### src/common/adc_seq_pkg.sv
// Constants and types for the converter sequencer control block
package adc_seq_pkg;

  // ------------------------------------------------------------------
  // Register map (byte addresses, 16-bit registers)
  // ------------------------------------------------------------------
  localparam logic [15:0] RESULT_ADDR  = 16'h5380;
  localparam logic [15:0] TRIGGER_ADDR = 16'h5382;
  localparam logic [15:0] CONTROL_ADDR = 16'h5384;
  localparam logic [15:0] DIVIDER_ADDR = 16'h5386;

  // ------------------------------------------------------------------
  // Field positions
  // ------------------------------------------------------------------
  localparam int LAST_CH_LSB    = 11;
  localparam int FIRST_CH_LSB   = 8;
  localparam int ALIGN_BIT      = 7;
  localparam int REPEAT_BIT     = 6;
  localparam int TRIG_LSB       = 4;
  localparam int SAMPLE_LSB     = 0;
  localparam int CUR_CH_LSB     = 12;
  localparam int BUSY_BIT       = 10;
  localparam int OVERRUN_BIT    = 9;
  localparam int DONE_BIT       = 8;
  localparam int OVR_IE_BIT     = 5;
  localparam int DONE_IE_BIT    = 4;
  localparam int RUN_BIT        = 1;
  localparam int ENABLE_BIT     = 0;
  localparam int RESULT_SHIFT   = 6;

  // ------------------------------------------------------------------
  // Reset values and encodings
  // ------------------------------------------------------------------
  localparam logic [2:0] SAMPLE_RESET   = 3'h7;
  localparam logic [3:0] PRESCALE_RESET = 4'h0;
  localparam logic [3:0] PRESCALE_RSVD  = 4'hF;
  localparam logic [1:0] TRIG_SOFTWARE  = 2'h0;
  localparam logic [1:0] TRIG_TIMER     = 2'h1;
  localparam logic [1:0] TRIG_PIN       = 2'h3;
  localparam logic [3:0] SAMPLE_EXTRA   = 4'h2;
  localparam logic [3:0] CONVERT_CYCLES = 4'hA;

  typedef enum logic [1:0] {
    IDLE,
    SAMPLE,
    CONVERT,
    CAPTURE
  } seq_state_type;

  typedef struct packed {
    logic [15:0] addr;
    logic [15:0] wdata;
    logic        wr;
    logic        rd;
  } bus_req_type;

  typedef struct packed {
    seq_state_type state;
    logic [2:0]    first_channel;
    logic [2:0]    last_channel;
    logic          result_alignment;
    logic          repeat_select;
    logic [1:0]    trigger_source;
    logic [2:0]    sample_length;
    logic [2:0]    current_channel;
    logic          converter_busy;
    logic          overrun_flag;
    logic          done_flag;
    logic          overrun_irq_enable;
    logic          done_irq_enable;
    logic          run_stop;
    logic          converter_enable;
    logic [3:0]    prescale_select;
    logic [14:0]   prescale_count;
    logic          conv_tick;
    logic [3:0]    phase_count;
    logic [9:0]    result;
    logic          unread;
    logic          timer_last;
    logic          pin_last;
    logic [15:0]   rdata;
    logic          irq;
    logic          sample_out;
    logic          start_out;
  } state_type;

endpackage

### src/adc_seq_ctrl.sv
// Sequencer, prescaler and register file of the converter control block
// How it works
// - Alignment 0 puts result in bits 9..0, upper bits zero.
// - Alignment 1 puts result in bits 15..6, lower bits zero.
// - Alignment bit is D7 of trigger register, resets to 0.
// - Result register is 16-bit read-only, resets to zero.
// - First channel D10-8 and last channel D13-11, read/write, 0..7.
// - Control/status D14-12 shows channel being converted.
// - Trigger source D5-4: software, timer channel 0, reserved, pin.
// - Sampling lasts field plus two conversion clocks, resets to 7.
// - Overrun flag D9 set on unread result, cleared by writing 1.
// - Overrun interrupt only while D5 enable and flag both set.
// - Completion interrupt only while D4 enable and flag both set.
// - Divider field 0 gives 1/2, doubling to 1/32768; 0xF reserved.
// - Prescaler runs from bus clock, field resets to 0.
`timescale 1ns/1ns
module adc_seq_ctrl
  import adc_seq_pkg::*;
(
  input  wire logic                  CLK,
  input  wire logic                  NRST,
  input  wire adc_seq_pkg::bus_req_type BUS,
  output logic [15:0]                RDATA,
  output logic                       IRQ,
  input  wire logic                  TIMER_TRIGGER,
  input  wire logic                  EXTERNAL_TRIGGER_PIN,
  input  wire logic                  CORE_READY,
  input  wire logic [9:0]            CORE_DATA,
  output logic [2:0]                 CORE_CHANNEL,
  output logic                       CORE_SAMPLE,
  output logic                       CORE_START
);
  import adc_seq_pkg::*;

  state_type q;
  state_type d;

  logic wr_trig;
  logic wr_ctrl;
  logic wr_div;
  logic rd_result;
  logic trigger_seen;
  logic last_done;
  logic [15:0] aligned;
  logic [14:0] prescale_limit;

  // ------------------------------------------------------------------
  // Decode
  // ------------------------------------------------------------------
  assign wr_trig   = BUS.wr && BUS.addr == TRIGGER_ADDR;
  assign wr_ctrl   = BUS.wr && BUS.addr == CONTROL_ADDR;
  assign wr_div    = BUS.wr && BUS.addr == DIVIDER_ADDR;
  assign rd_result = BUS.rd && BUS.addr == RESULT_ADDR;

  assign prescale_limit = (q.prescale_select == PRESCALE_RSVD) ?
                          15'h7FFF :
                          15'((16'h0002 << q.prescale_select) - 16'h0001);

  assign aligned = q.result_alignment ?
                   {q.result, 6'h00} : {6'h00, q.result};

  always_comb begin
    unique case (q.trigger_source)
      TRIG_SOFTWARE: trigger_seen = 1'b1;
      TRIG_TIMER:    trigger_seen = TIMER_TRIGGER && !q.timer_last;
      TRIG_PIN:      trigger_seen = EXTERNAL_TRIGGER_PIN && !q.pin_last;
      default:       trigger_seen = 1'b0;
    endcase
  end

  assign last_done = q.current_channel == q.last_channel;

  // ------------------------------------------------------------------
  // Next state
  // ------------------------------------------------------------------
  always_comb begin
    d = q;
    d.timer_last = TIMER_TRIGGER;
    d.pin_last   = EXTERNAL_TRIGGER_PIN;
    d.start_out  = 1'b0;

    d.conv_tick = 1'b0;
    if (q.prescale_count >= prescale_limit) begin
      d.prescale_count = 15'h0000;
      d.conv_tick      = 1'b1;
    end else begin
      d.prescale_count = q.prescale_count + 15'h0001;
    end

    if (wr_trig) begin
      d.last_channel     = BUS.wdata[LAST_CH_LSB +: 3];
      d.first_channel    = BUS.wdata[FIRST_CH_LSB +: 3];
      d.result_alignment = BUS.wdata[ALIGN_BIT];
      d.repeat_select    = BUS.wdata[REPEAT_BIT];
      d.trigger_source   = BUS.wdata[TRIG_LSB +: 2];
      d.sample_length    = BUS.wdata[SAMPLE_LSB +: 3];
    end
    if (wr_ctrl) begin
      d.overrun_irq_enable = BUS.wdata[OVR_IE_BIT];
      d.done_irq_enable    = BUS.wdata[DONE_IE_BIT];
      d.run_stop           = BUS.wdata[RUN_BIT];
      d.converter_enable   = BUS.wdata[ENABLE_BIT];
      if (BUS.wdata[OVERRUN_BIT]) begin
        d.overrun_flag = 1'b0;
      end
    end
    if (wr_div) begin
      d.prescale_select = BUS.wdata[3:0];
      d.prescale_count  = 15'h0000;
    end

    if (rd_result) begin
      d.done_flag = 1'b0;
      d.unread    = 1'b0;
    end

    unique case (q.state)
      IDLE: begin
        d.converter_busy = 1'b0;
        if (q.converter_enable && q.run_stop && trigger_seen) begin
          d.state           = SAMPLE;
          d.current_channel = q.first_channel;
          d.phase_count     = 4'h0;
          d.converter_busy  = 1'b1;
          d.sample_out      = 1'b1;
        end
      end
      SAMPLE: begin
        if (q.conv_tick) begin
          if (q.phase_count + 4'h1 >=
              {1'b0, q.sample_length} + SAMPLE_EXTRA) begin
            d.state       = CONVERT;
            d.phase_count = 4'h0;
            d.sample_out  = 1'b0;
            d.start_out   = 1'b1;
          end else begin
            d.phase_count = q.phase_count + 4'h1;
          end
        end
      end
      CONVERT: begin
        if (CORE_READY) begin
          d.state = CAPTURE;
        end
      end
      CAPTURE: begin
        d.result = CORE_DATA;
        d.unread = 1'b1;
        if (q.unread && !rd_result) begin
          d.overrun_flag = 1'b1;
        end
        if (last_done) begin
          d.done_flag = 1'b1;
          if (q.repeat_select) begin
            d.state           = SAMPLE;
            d.current_channel = q.first_channel;
            d.sample_out      = 1'b1;
          end else begin
            d.state          = IDLE;
            d.run_stop       = 1'b0;
            d.converter_busy = 1'b0;
          end
        end else begin
          d.state           = SAMPLE;
          d.current_channel = q.current_channel + 3'h1;
          d.sample_out      = 1'b1;
        end
        d.phase_count = 4'h0;
      end
    endcase

    if ((wr_ctrl && !BUS.wdata[RUN_BIT]) ||
        (wr_ctrl && !BUS.wdata[ENABLE_BIT])) begin
      d.state          = IDLE;
      d.converter_busy = 1'b0;
      d.sample_out     = 1'b0;
      d.start_out      = 1'b0;
    end

    d.irq = (d.overrun_flag && d.overrun_irq_enable) ||
            (d.done_flag && d.done_irq_enable);

    d.rdata = 16'h0000;
    if (BUS.rd) begin
      unique case (BUS.addr)
        RESULT_ADDR:  d.rdata = aligned;
        TRIGGER_ADDR: begin
          d.rdata[LAST_CH_LSB +: 3]  = q.last_channel;
          d.rdata[FIRST_CH_LSB +: 3] = q.first_channel;
          d.rdata[ALIGN_BIT]         = q.result_alignment;
          d.rdata[REPEAT_BIT]        = q.repeat_select;
          d.rdata[TRIG_LSB +: 2]     = q.trigger_source;
          d.rdata[SAMPLE_LSB +: 3]   = q.sample_length;
        end
        CONTROL_ADDR: begin
          d.rdata[CUR_CH_LSB +: 3] = q.current_channel;
          d.rdata[BUSY_BIT]        = q.converter_busy;
          d.rdata[OVERRUN_BIT]     = q.overrun_flag;
          d.rdata[DONE_BIT]        = q.done_flag;
          d.rdata[OVR_IE_BIT]      = q.overrun_irq_enable;
          d.rdata[DONE_IE_BIT]     = q.done_irq_enable;
          d.rdata[RUN_BIT]         = q.run_stop;
          d.rdata[ENABLE_BIT]      = q.converter_enable;
        end
        DIVIDER_ADDR: d.rdata[3:0] = q.prescale_select;
        default:      d.rdata = 16'h0000;
      endcase
    end
  end

  // ------------------------------------------------------------------
  // State register
  // ------------------------------------------------------------------
  always_ff @(posedge CLK or negedge NRST) begin
    if (!NRST) begin
      q                 <= '0;
      q.state           <= IDLE;
      q.sample_length   <= SAMPLE_RESET;
      q.prescale_select <= PRESCALE_RESET;
    end else begin
      q <= d;
    end
  end

  // ------------------------------------------------------------------
  // Outputs
  // ------------------------------------------------------------------
  assign RDATA        = q.rdata;
  assign IRQ          = q.irq;
  assign CORE_CHANNEL = q.current_channel;
  assign CORE_SAMPLE  = q.sample_out;
  assign CORE_START   = q.start_out;

endmodule

### config.mk
export PLATFORM = sky130hd
export DESIGN_NAME = adc_seq_ctrl
export DESIGN_NICKNAME = d
export VERILOG_FILES = /design/src/common/adc_seq_pkg.sv /design/src/adc_seq_ctrl.sv
export SDC_FILE = /design/constraint.sdc
export NUM_CORES = 1
export LEC_CHECK = 0
export BUFFER_PORTS_ARGS = -buffer_cell sky130_fd_sc_hd__buf_2
export CAP_MARGIN = 30
export CORE_MARGIN = 1.5
export CORE_UTILIZATION = 40
export DETAILED_ROUTE_END_ITERATION = 8
export PLACE_DENSITY = 0.56
export SETUP_SLACK_MARGIN = 0.05
export SLEW_MARGIN = 25
export SYNTH_ARGS = -nofsm -noshare
export SYNTH_HDL_FRONTEND = slang
export SYNTH_SLANG_ARGS = --single-unit
export TNS_END_PERCENT = 1
### constraint.sdc
create_clock -name CLK -period 4.4 [get_ports CLK]
set_clock_uncertainty 0.05 [all_clocks]
set_input_delay 0.22 -clock CLK [delete_from_list [all_inputs] [get_ports CLK]]
set_output_delay 0.22 -clock CLK [all_outputs]
set_load 0.05 [all_outputs]
# Word-level counts from Yosys, hierarchy flattened

Cells that the tools add are included.

Bits in registers: 81
Input port bits: 49
Output and inout port bits: 22
Word-level logic and storage cells: 144

Add/sub/neg operators: 5
$lt $le $gt $ge: 2
Eq/ne operators: 21
Shifts and indexed selects: 1
Muxes and demuxes: 56
Reductions and logical operators: 32

Operators with widths:

| cell                                                                     | count |
|---|---|
| 16-bit by 15-bit equality test with 1-bit output (second input constant) | 4 |
| 15-bit two-way mux                                                       | 3 |
| 16-bit two-way mux                                                       | 2 |
| 1-bit two-way mux                                                        | 21 |
| 3-bit inequality test (second input constant)                            | 7 |
| 4-bit two-way mux                                                        | 5 |
| 2-bit two-way mux                                                        | 9 |
| 2-bit case mux with 4 select lines                                       | 2 |
| 15-bit by 1-bit adder with 15-bit output (second input constant)         | 1 |
| 15-bit >= comparator                                                     | 1 |
| 2-bit by 4-bit << shifter with 15-bit output (first input constant)      | 1 |
| 15-bit by 1-bit subtractor with 15-bit output (second input constant)    | 1 |
| 1-bit logical AND                                                        | 13 |
| 2-bit case mux with 3 select lines                                       | 2 |
| 4-bit case mux with 3 select lines                                       | 1 |
| 1-bit case mux with 3 select lines                                       | 3 |
| 3-bit case mux with 3 select lines                                       | 1 |
| 3-bit AND reduction                                                      | 3 |
| 4-bit case mux with 2 select lines                                       | 1 |
| 2-bit equality test (second input constant)                              | 3 |
| 3-bit two-way mux                                                        | 2 |
| 1-bit case mux with 2 select lines                                       | 3 |
| 3-bit nonzero test                                                       | 2 |
| 1-bit logical NOT                                                        | 5 |
| other kinds (16)                                                         | 21 |

# Logic depth before layout (Yosys ltp)

Gate-level depths: netlist of the first run.

Word-level depth: 8
Gate-level depth with buffers: 17
Depth with buffers taken out: 13

# Worst setup path before layout of the first run

No wires, ideal clock.

Path type: register -> register
From: register q[54] in the netlist's numbering
To: register q[40] in the netlist's numbering
Setup time: 72 ps
Arrival: 3,295 ps
Data required time: 4,278 ps
Setup slack: 983 ps
Stages on the path, launching flop included: 17
Path buffers: 4
Clock period less this slack: 3,417 ps
Path through: dfrtp_1 -> clkbuf_1 -> clkbuf_1 -> nor4_1 -> inv_1 -> ha_1 -> clkbuf_1 -> or3_1 -> o221ai_1 -> a21oi_1 -> ha_1 -> a21o_1 -> a21oi_1 -> o211ai_1 -> a21o_1 -> clkbuf_1 -> nor2_1

RTL lines:

| what            | line               | RTL |
|---|---|---|
| start, declared | adc_seq_ctrl.sv:35 | `state_type q;` |

==> impl_results.md, run 1 <==
* Routability cong. at 0.839
* Setup_tns at 0 ns
* Critical path arrival at 3.82 ns
* Gr usage total at 0.182
* Leading cell types in the layout, fill and taps excluded: dfrtp_1, buf_2, nand2_1
* CTS Buf Count at 9
* CP peak stage delay at 0.56 ns
* Skew-Pair Late Insertion Delay at 0.34 ns
* RSZ-0062 raised after global routing: no
* Die Width at 111 µm
* Critical path startpoint: q[54]
* Layout cells sized above 1 at 0.229
* WHS Path Cells at 2
* Initial Util at 0.409
* Largest area contributor in the netlist: dfrtp_1
* Most common cell after layout, fill and taps aside: dfrtp_1
* Startpoint class of the critical path: flop
* Post-Route WL at 10.5 mm
* Synth async-reset ratio at 1.00
* Final setup margin at between 0.7 and 0.8 ns
* WHS at 0.0352 ns
* Worst min-delay path class: in2reg
* Top post-synthesis cells by area: dfrtp_1, ha_1, mux2_2
* Initial DRT Pass Iterations at 5
* Longest Clk Path Bufs at 2
* Max Freq at between 200 and 300 MHz
* H-tree depth at 3
* Number of library cell types mapped by synthesis at 56
* Final Hold Viols at 0
* Crit. End Element: flop
* R2R depth at 12
* Worst-margin pin slew at 0.898 ns
* Core area at 11400 µm²
* Synth Cell Area at 4650 µm²
* Max transition margin at 0.402
* Ports at 71
* IO Port Bufs at 68
* Layout net count at just under 600
* Largest net degree at the start of global routing at 45
* Worst vdd ir at about 0.19 mV
* Outcome: finished clean
* First-pass GRT wire length at 17.8 mm
* Leak pwr at 2.52 nW
* Detail Placement HPWL at 7.78 mm
* Num rows at 39
* Final ANT Viol Nets at 0
* Hold Startpoint: BUS[13]
* Pre-CTS WS at 0.721 ns
* 1st-iter DRT viols at 161
* Req. time, crit path at between 4 and 5 ns
* Register area share after synthesis at 0.437
* CP cell instances: nor4_1 -> inv_1 -> ha_1 -> or3_1 -> o221ai_1 -> a21oi_1 -> ha_1 -> a21o_1 -> a21oi_1 -> o211ai_1 -> a21o_1 -> nor3b_1
* Post-synth EDFFs at 0
* Cell Pwr Density at a little over 300 nW/µm²
* Setup Crit Path Kind: reg2reg
* Clock transition at path regs at 0.06 ns
* Initial antenna violation count at 0
* Die height at around 110 µm
* Slowest CP cell: dfrtp_1
* Dominant synthesized flop cell: dfrtp_1
* Crit-path max FO at 18
* ANT cells at 0
* # DRC at 0
* Total gr overflow at 0
* Final setup vio count at 0
* Max_cap viols at 0
* Worst r2r src: q[54]
* Area Overhead vs Synth at 13.8%
* Syn Area/Cell at roughly 10 µm²
* Drt wl/cell at 16.0 µm
* Vias in the first global route at 3506
* Clock sink count at 81
* Syn nets at 541
* Vias/cell at 5.43
* Min Tclk post-route at 3.63 ns
* Final Max Tran Viols at 0
* Yosys warnings at 0
* Post-Synthesis Cells at 464
* Period Utilization, post-route at 0.825
* CTS root buf: clkbuf_16
* FF+latch count, synth at 81
* CTS tree: yes
* Share of the synthesized area in the top cell type at 0.420
* DR vias at 3575
* Die area at 12300 µm²
[cell type report]
cell class | count | area (µm²)
multi-input combinational | 332 | 2350
inverter | 14 | 52.6
sequential | 81 | 2030
clock buffer | 9 | 225
tap | 143 | 179
clock inverter | 6 | 43.8
fill | 1094 | 6080
timing repair buffer | 73 | 408
[cells in the mapped netlist, drive strengths merged, types with 2 or more instances]
cell type  instances
clkbuf            15
a31oi              6
dfstp              3
a21oi             29
a211oi             4
mux2              34
xor2               9
nor3              10
nand3             15
and2               2
nor4               6
a22oi             11
nor2              37
ha                28
a2bb2oi            2
xnor2             12
nand2             43
buf               22
and4               2
or4b               2
inv               14
a21o               6
or3                2
a32o               4
nand4             10
nor3b              3
mux2i              4
nor2b              6
or4                2
o21ai             15
and3               6
nand2b             4
a221oi             4
dfrtp             78
[registers in the layout, indices dropped and copies added, names as in the netlist]
name	count
CORE_CHANNEL	3
CORE_START	1
CORE_SAMPLE	1
q	59
IRQ	1
RDATA	16
[kinds of logic after synthesis]
logic type,synth area share
flip-flops,0.437
XOR/XNOR,0.0396
AO/OA/AOI/OAI,0.133
AND/OR/NAND/NOR,0.166
adder cells (fa/ha/maj),0.0754
buffers and inverters,0.0576
multiplexers,0.0910
[final timing paths]
check / end / slack (ns)
max: q[48] / 0.77
min: q[73] / 0.04
max reg2reg: q[48] / 0.77
min reg2reg: q[21] / 0.43
max in group asynchronous: q[67] / 3.30
min in group asynchronous: q[25] / 0.35
[routing by layer]
metal | vias to the layer above | part of all wire | track usage | wire (µm)
li1 | 1760 | - | - | -
met1 | 1725 | 0.48 | 0.256 | 5070
met2 | 83 | 0.45 | 0.275 | 4760
met3 | 7 | 0.051 | 0.0443 | 540
met4 | 0 | 0.012 | 0.0615 | 127
met5 | - | 0 | 0 | 0
[stage by stage]
| stage | power (mW) | instances | utilization | instance area (µm²) |
|---|---|---|---|---|
| global route | 1.71 | 658 | 0.465 | 5290 |
| floorplan | 0.878 | 464 | - | 4650 |
| detailed placement | 0.948 | 640 | 0.439 | 4990 |
| global placement | 0.943 | 639 | 0.436 | 4960 |
| finish | 1.62 | 658 | 0.465 | 5290 |
| CTS | 1.65 | 658 | 0.465 | 5290 |
[power by group]
group	switching, mW	internal, mW	total (mW)
Sequential	0.0187	0.763	0.781
Combinational	0.0975	0.0563	0.154
Clock	0.303	0.381	0.685
Total	0.420	1.20	1.62
[worst max-delay path, delay by kind of cell, from the launching register on]
family / cells / cell delay (ns)
simple gates: 3 / 1.15
compound gates: 6 / 1.06
fa+ha+maj: 2 / 0.63
flops: 1 / 0.56
buf+inv: 1 / 0.08
[timing repair]
| action | 4_1_cts | 5_1_grt |
|---|---|---|
| hold buffers | 3 | 0 |
| setup buffers | 0 | 0 |
| gates resized for setup | 0 | 0 |
| hold endpoints to repair | 39 | 0 |
(Power assumes the default switching activity.)
==> run 2: changes to the inputs <==
Settings changed: ABC_AREA from default to 1, PLACE_DENSITY 0.56 to 0.55.
Clock period 4.4 ns to 3.5 ns, I/O delays scaled along.
==> run 2 against run 1 <==
Clock power increased by 40%. Count of clock-buffer cells in the layout increased by 3. Setup slack worse by 0.36 ns. Largest power group unchanged.
==> impl_results.md, run 2 <==
* Outcome: finished clean (unchanged)
* Clock sink count at 81 (unchanged)
* Area Overhead vs Synth at 15.7% (was 13.8%)
* Critical R2R Capture: q[49] (was q[48])
* Core Util, Final at 0.477 (was 0.465)
* Crit. End Element: flop (unchanged)
* Synth async-reset ratio at 1.00 (unchanged)
* Synth Cell Area at 4990 µm² (was 4650 µm²)
* Worst-margin pin slew at 0.468 ns (was 0.898 ns)
* Switching Share at 0.240 (was 0.259)
* DR vias at 4268 (was 3575)
* Postcts setup bufs at 0 (unchanged)
* Detail Placement HPWL at 9.18 mm (was 7.78 mm)
* Vias/cell at 4.80 (was 5.43)
* Crit-path max FO at 15 (was 18)
* Max_cap viols at 0 (unchanged)
* WHS Path Cells at 3 (was 2)
* Share of the synthesized area in the top cell type at 0.391 (was 0.420)
* Num rows at 40 (was 39)
* Req. time, crit path at 3.72 ns (was 4.59 ns)
* Largest net degree at the start of global routing at 50 (was 45)
* Longest Clk Path Bufs at 2 (unchanged)
* CTS Buf Count at 9 (unchanged)
* Gr usage total at 0.195 (was 0.182)
* Final setup vio count at 0 (unchanged)
* Die height at 115 µm (was 111 µm)
* Final ANT Viol Nets at 0 (unchanged)
* Max transition margin at 0.688 (was 0.402)
* Final Hold Viols at 0 (unchanged)
* Dominant synthesized flop cell: dfrtp_1 (unchanged)
* Dpl cell area at 5380 µm² (was 4990 µm²)
* Comb pwr share at 0.076 (was 0.095)
* Reg with most FFs: q (unchanged)
* Inst Count DP at 863 (was 640)
* Max Freq at 324 MHz (was 276 MHz)
* Min Tclk post-route at 3.09 ns (was 3.63 ns)
* Post-Route WL at 11.8 mm (was 10.5 mm)
* Worst min-delay path class: in2reg (unchanged)
* CTS root buf: clkbuf_16 (unchanged)
* Initial antenna violation count at 0 (unchanged)
* Initial Util at 0.412 (was 0.409)
* Most common cell after layout, fill and taps aside: nand2_1 (was dfrtp_1)
* # DRC at 0 (unchanged)
* Final Max Tran Viols at 0 (unchanged)
* Leading cell types in the layout, fill and taps excluded: nand2_1, inv_1, dfrtp_1 (was dfrtp_1, buf_2, nand2_1)
* IO Port Bufs at 68 (unchanged)
* Critical path arrival at 3.31 ns (was 3.82 ns)
* Syn Area/Cell at 7.65 µm² (was 10.0 µm²)
* Post-cts resize count at 0 (unchanged)
* Yosys warnings at 0 (unchanged)
* Layout cells sized above 1 at 0.172 (was 0.229)
* Max reg flops at 59 (unchanged)
* Layout net count at 792 (was 588)
* Vias in the first global route at 4066 (was 3506)
* Most common cell in the netlist: nand2_1 (was dfrtp_1)
* R2R setup slack at 0.41 ns (was 0.77 ns)
* Die Width at 115 µm (was 111 µm)
* Fin cells at 889 (was 658)
* Leak pwr at 3.07 nW (was 2.52 nW)
* Ports at 71 (unchanged)
* Routability cong. at 0.832 (was 0.839)
* Flop pwr share at 0.468 (was 0.482)
* RSZ-0062 raised after global routing: no (unchanged)
* Worst r2r src: q[53] (was q[54])
* Top cells by count, synth: nand2_1, inv_1, dfrtp_1 (was dfrtp_1, nand2_1, nor2_1)
* FF+latch count, synth at 81 (unchanged)
* H-tree depth at 3 (unchanged)
* Skew-Pair Late Insertion Delay at 0.34 ns (about the same)
* P_int at 1.59 mW (was 1.20 mW)
* Post-synth EDFFs at 0 (unchanged)
* Clock share of power at 0.456 (was 0.423)
* Worst Hold Path EP: q[78] (was q[73])
* Net switching power at 503 µW (was 420 µW)
* Drt wl/cell at 13.3 µm (was 16.0 µm)
* Period Utilization, post-route at 0.883 (was 0.825)
* Die area at 13200 µm² (was 12300 µm²)
* Cell Pwr Density at 363 nW/µm² (was 306 nW/µm²)
* Post-Synthesis Cells at 652 (was 464)
* WHS at 0.00956 ns (was 0.0352 ns)
* Register area share after synthesis at 0.407 (was 0.437)
* Clock transition at path regs at 0.06 ns (about the same)
* Setup_tns at 0 ns (unchanged)
* Initial DRT Pass Iterations at 5 (unchanged)
* Hold Startpoint: BUS[12] (was BUS[13])
* Largest area contributor in the netlist: dfrtp_1 (unchanged)
* Setup Crit Path Kind: reg2reg (unchanged)
* Number of library cell types mapped by synthesis at 34 (was 56)
* Syn nets at 729 (was 541)
* Top post-synthesis cells by area: dfrtp_1, nand2_1, ha_1 (was dfrtp_1, ha_1, mux2_2)
* 1st-iter DRT viols at 264 (was 161)
* Core area at 12100 µm² (was 11400 µm²)
* Worst vdd ir at 0.297 mV (was 0.186 mV)
* R2R depth at 18 (was 12)
* Post-route design area at 5770 µm² (was 5290 µm²)
* CTS tree: yes (unchanged)
* Total gr overflow at 0 (unchanged)
* First-pass GRT wire length at 19.7 mm (was 17.8 mm)
* Startpoint class of the critical path: flop (unchanged)
==> run 2: changes by cell type after synthesis, moves of 16 or more <==
| cell | delta |
|---|---|
| nand3_1 | +40 |
| nand2_1 | +125 |
| mux2_2 | -24 |
| inv_1 | +76 |
| nor2_1 | +20 |
| o21ai_1 | +16 |
==> run 2: worst max-delay path by stage <==
stage / from / to / slack (ns)
final: q[53] / q[49] / 0.41
after global routing: q[53] / q[49] / 0.06
after CTS: q[53] / q[39] / 0.41
after detailed placement: q[53] / q[49] / 0.42
after global placement: q[53] / q[49] / 0.47
after floorplan: q[53] / q[42] / 0.90
==> run 2: timing repair <==
action / 4_1_cts / 5_1_grt
endpoints found under the setup margin: 0 / 0
hold buffers: 9 / 0
hold endpoints to repair: 40 / 0
==> run 2: kinds of logic (layout without fill, tap and decap cells) <==
| kind of cell | count (synthesis) | after routing | share of synthesized area |
|---|---|---|---|
| xor+xnor | 14 | 14 | 0.0246 |
| buf+inv | 125 | 193 | 0.114 |
| other cells | 0 | 1 | 0 |
| simple gates | 331 | 331 | 0.308 |
| compound gates | 73 | 73 | 0.0767 |
| fa+ha+maj | 28 | 28 | 0.0702 |
| flops | 81 | 81 | 0.407 |
==> run 2: final cells by class <==
| cell class | count | area [µm²] |
|---|---|---|
| repair buffers | 80 | 475 |
| clock inverters | 4 | 51.3 |
| fillers | 1251 | 6340 |
| well taps | 168 | 210 |
| flip-flops and latches | 81 | 2030 |
| multi-input cells | 446 | 2390 |
| clock buffers | 12 | 246 |
| diodes | 1 | 2.50 |
| inverters | 97 | 364 |
==> run 2: critical path, cell delays in order (launching register included) <==
cell,delay (ns)
dfrtp_1,0.48
nor2_1,0.27
inv_1,0.12
nor2_1,0.17
inv_1,0.07
ha_1,0.23
nand2_1,0.09
inv_1,0.05
nand2_1,0.07
o22ai_1,0.06
a21oi_1,0.16
ha_1,0.25
nand2_1,0.06
inv_1,0.06
nand2_1,0.06
a31oi_1,0.07
nor2_1,0.22
nand3_4,0.27
nor2_1,0.17
==> run 2: power groups by stage <==
stage,logic [mW],clock network (mW),registers [mW]
3_5_place_dp,0.153,0,0.999
2_1_floorplan,0.0802,0,0.993
6_report,0.159,0.956,0.982
5_1_grt,0.182,1.02,0.986
3_3_place_gp,0.143,0,0.998
4_1_cts,0.163,0.983,0.982
==> run 2: metal layers <==
| metal | vias up | wire length [µm] | part of all wire | global-route usage |
|---|---|---|---|---|
| met4 | 0 | 127 | 0.011 | 0.0650 |
| met5 | - | 0 | 0 | 0 |
| met1 | 1953 | 5580 | 0.47 | 0.260 |
| met2 | 113 | 5560 | 0.47 | 0.317 |
| li1 | 2193 | - | - | - |
| met3 | 9 | 548 | 0.046 | 0.0371 |
==> run 2: metrics by stage <==
| stage | total power, mW | setup WS [ns] |
|---|---|---|
| after global placement | 1.14 | 0.470 |
| after CTS | 2.13 | 0.407 |
| after global routing | 2.18 | 0.0581 |
| after floorplan | 1.07 | 0.899 |
| after detailed placement | 1.15 | 0.422 |
| final | 2.10 | 0.411 |
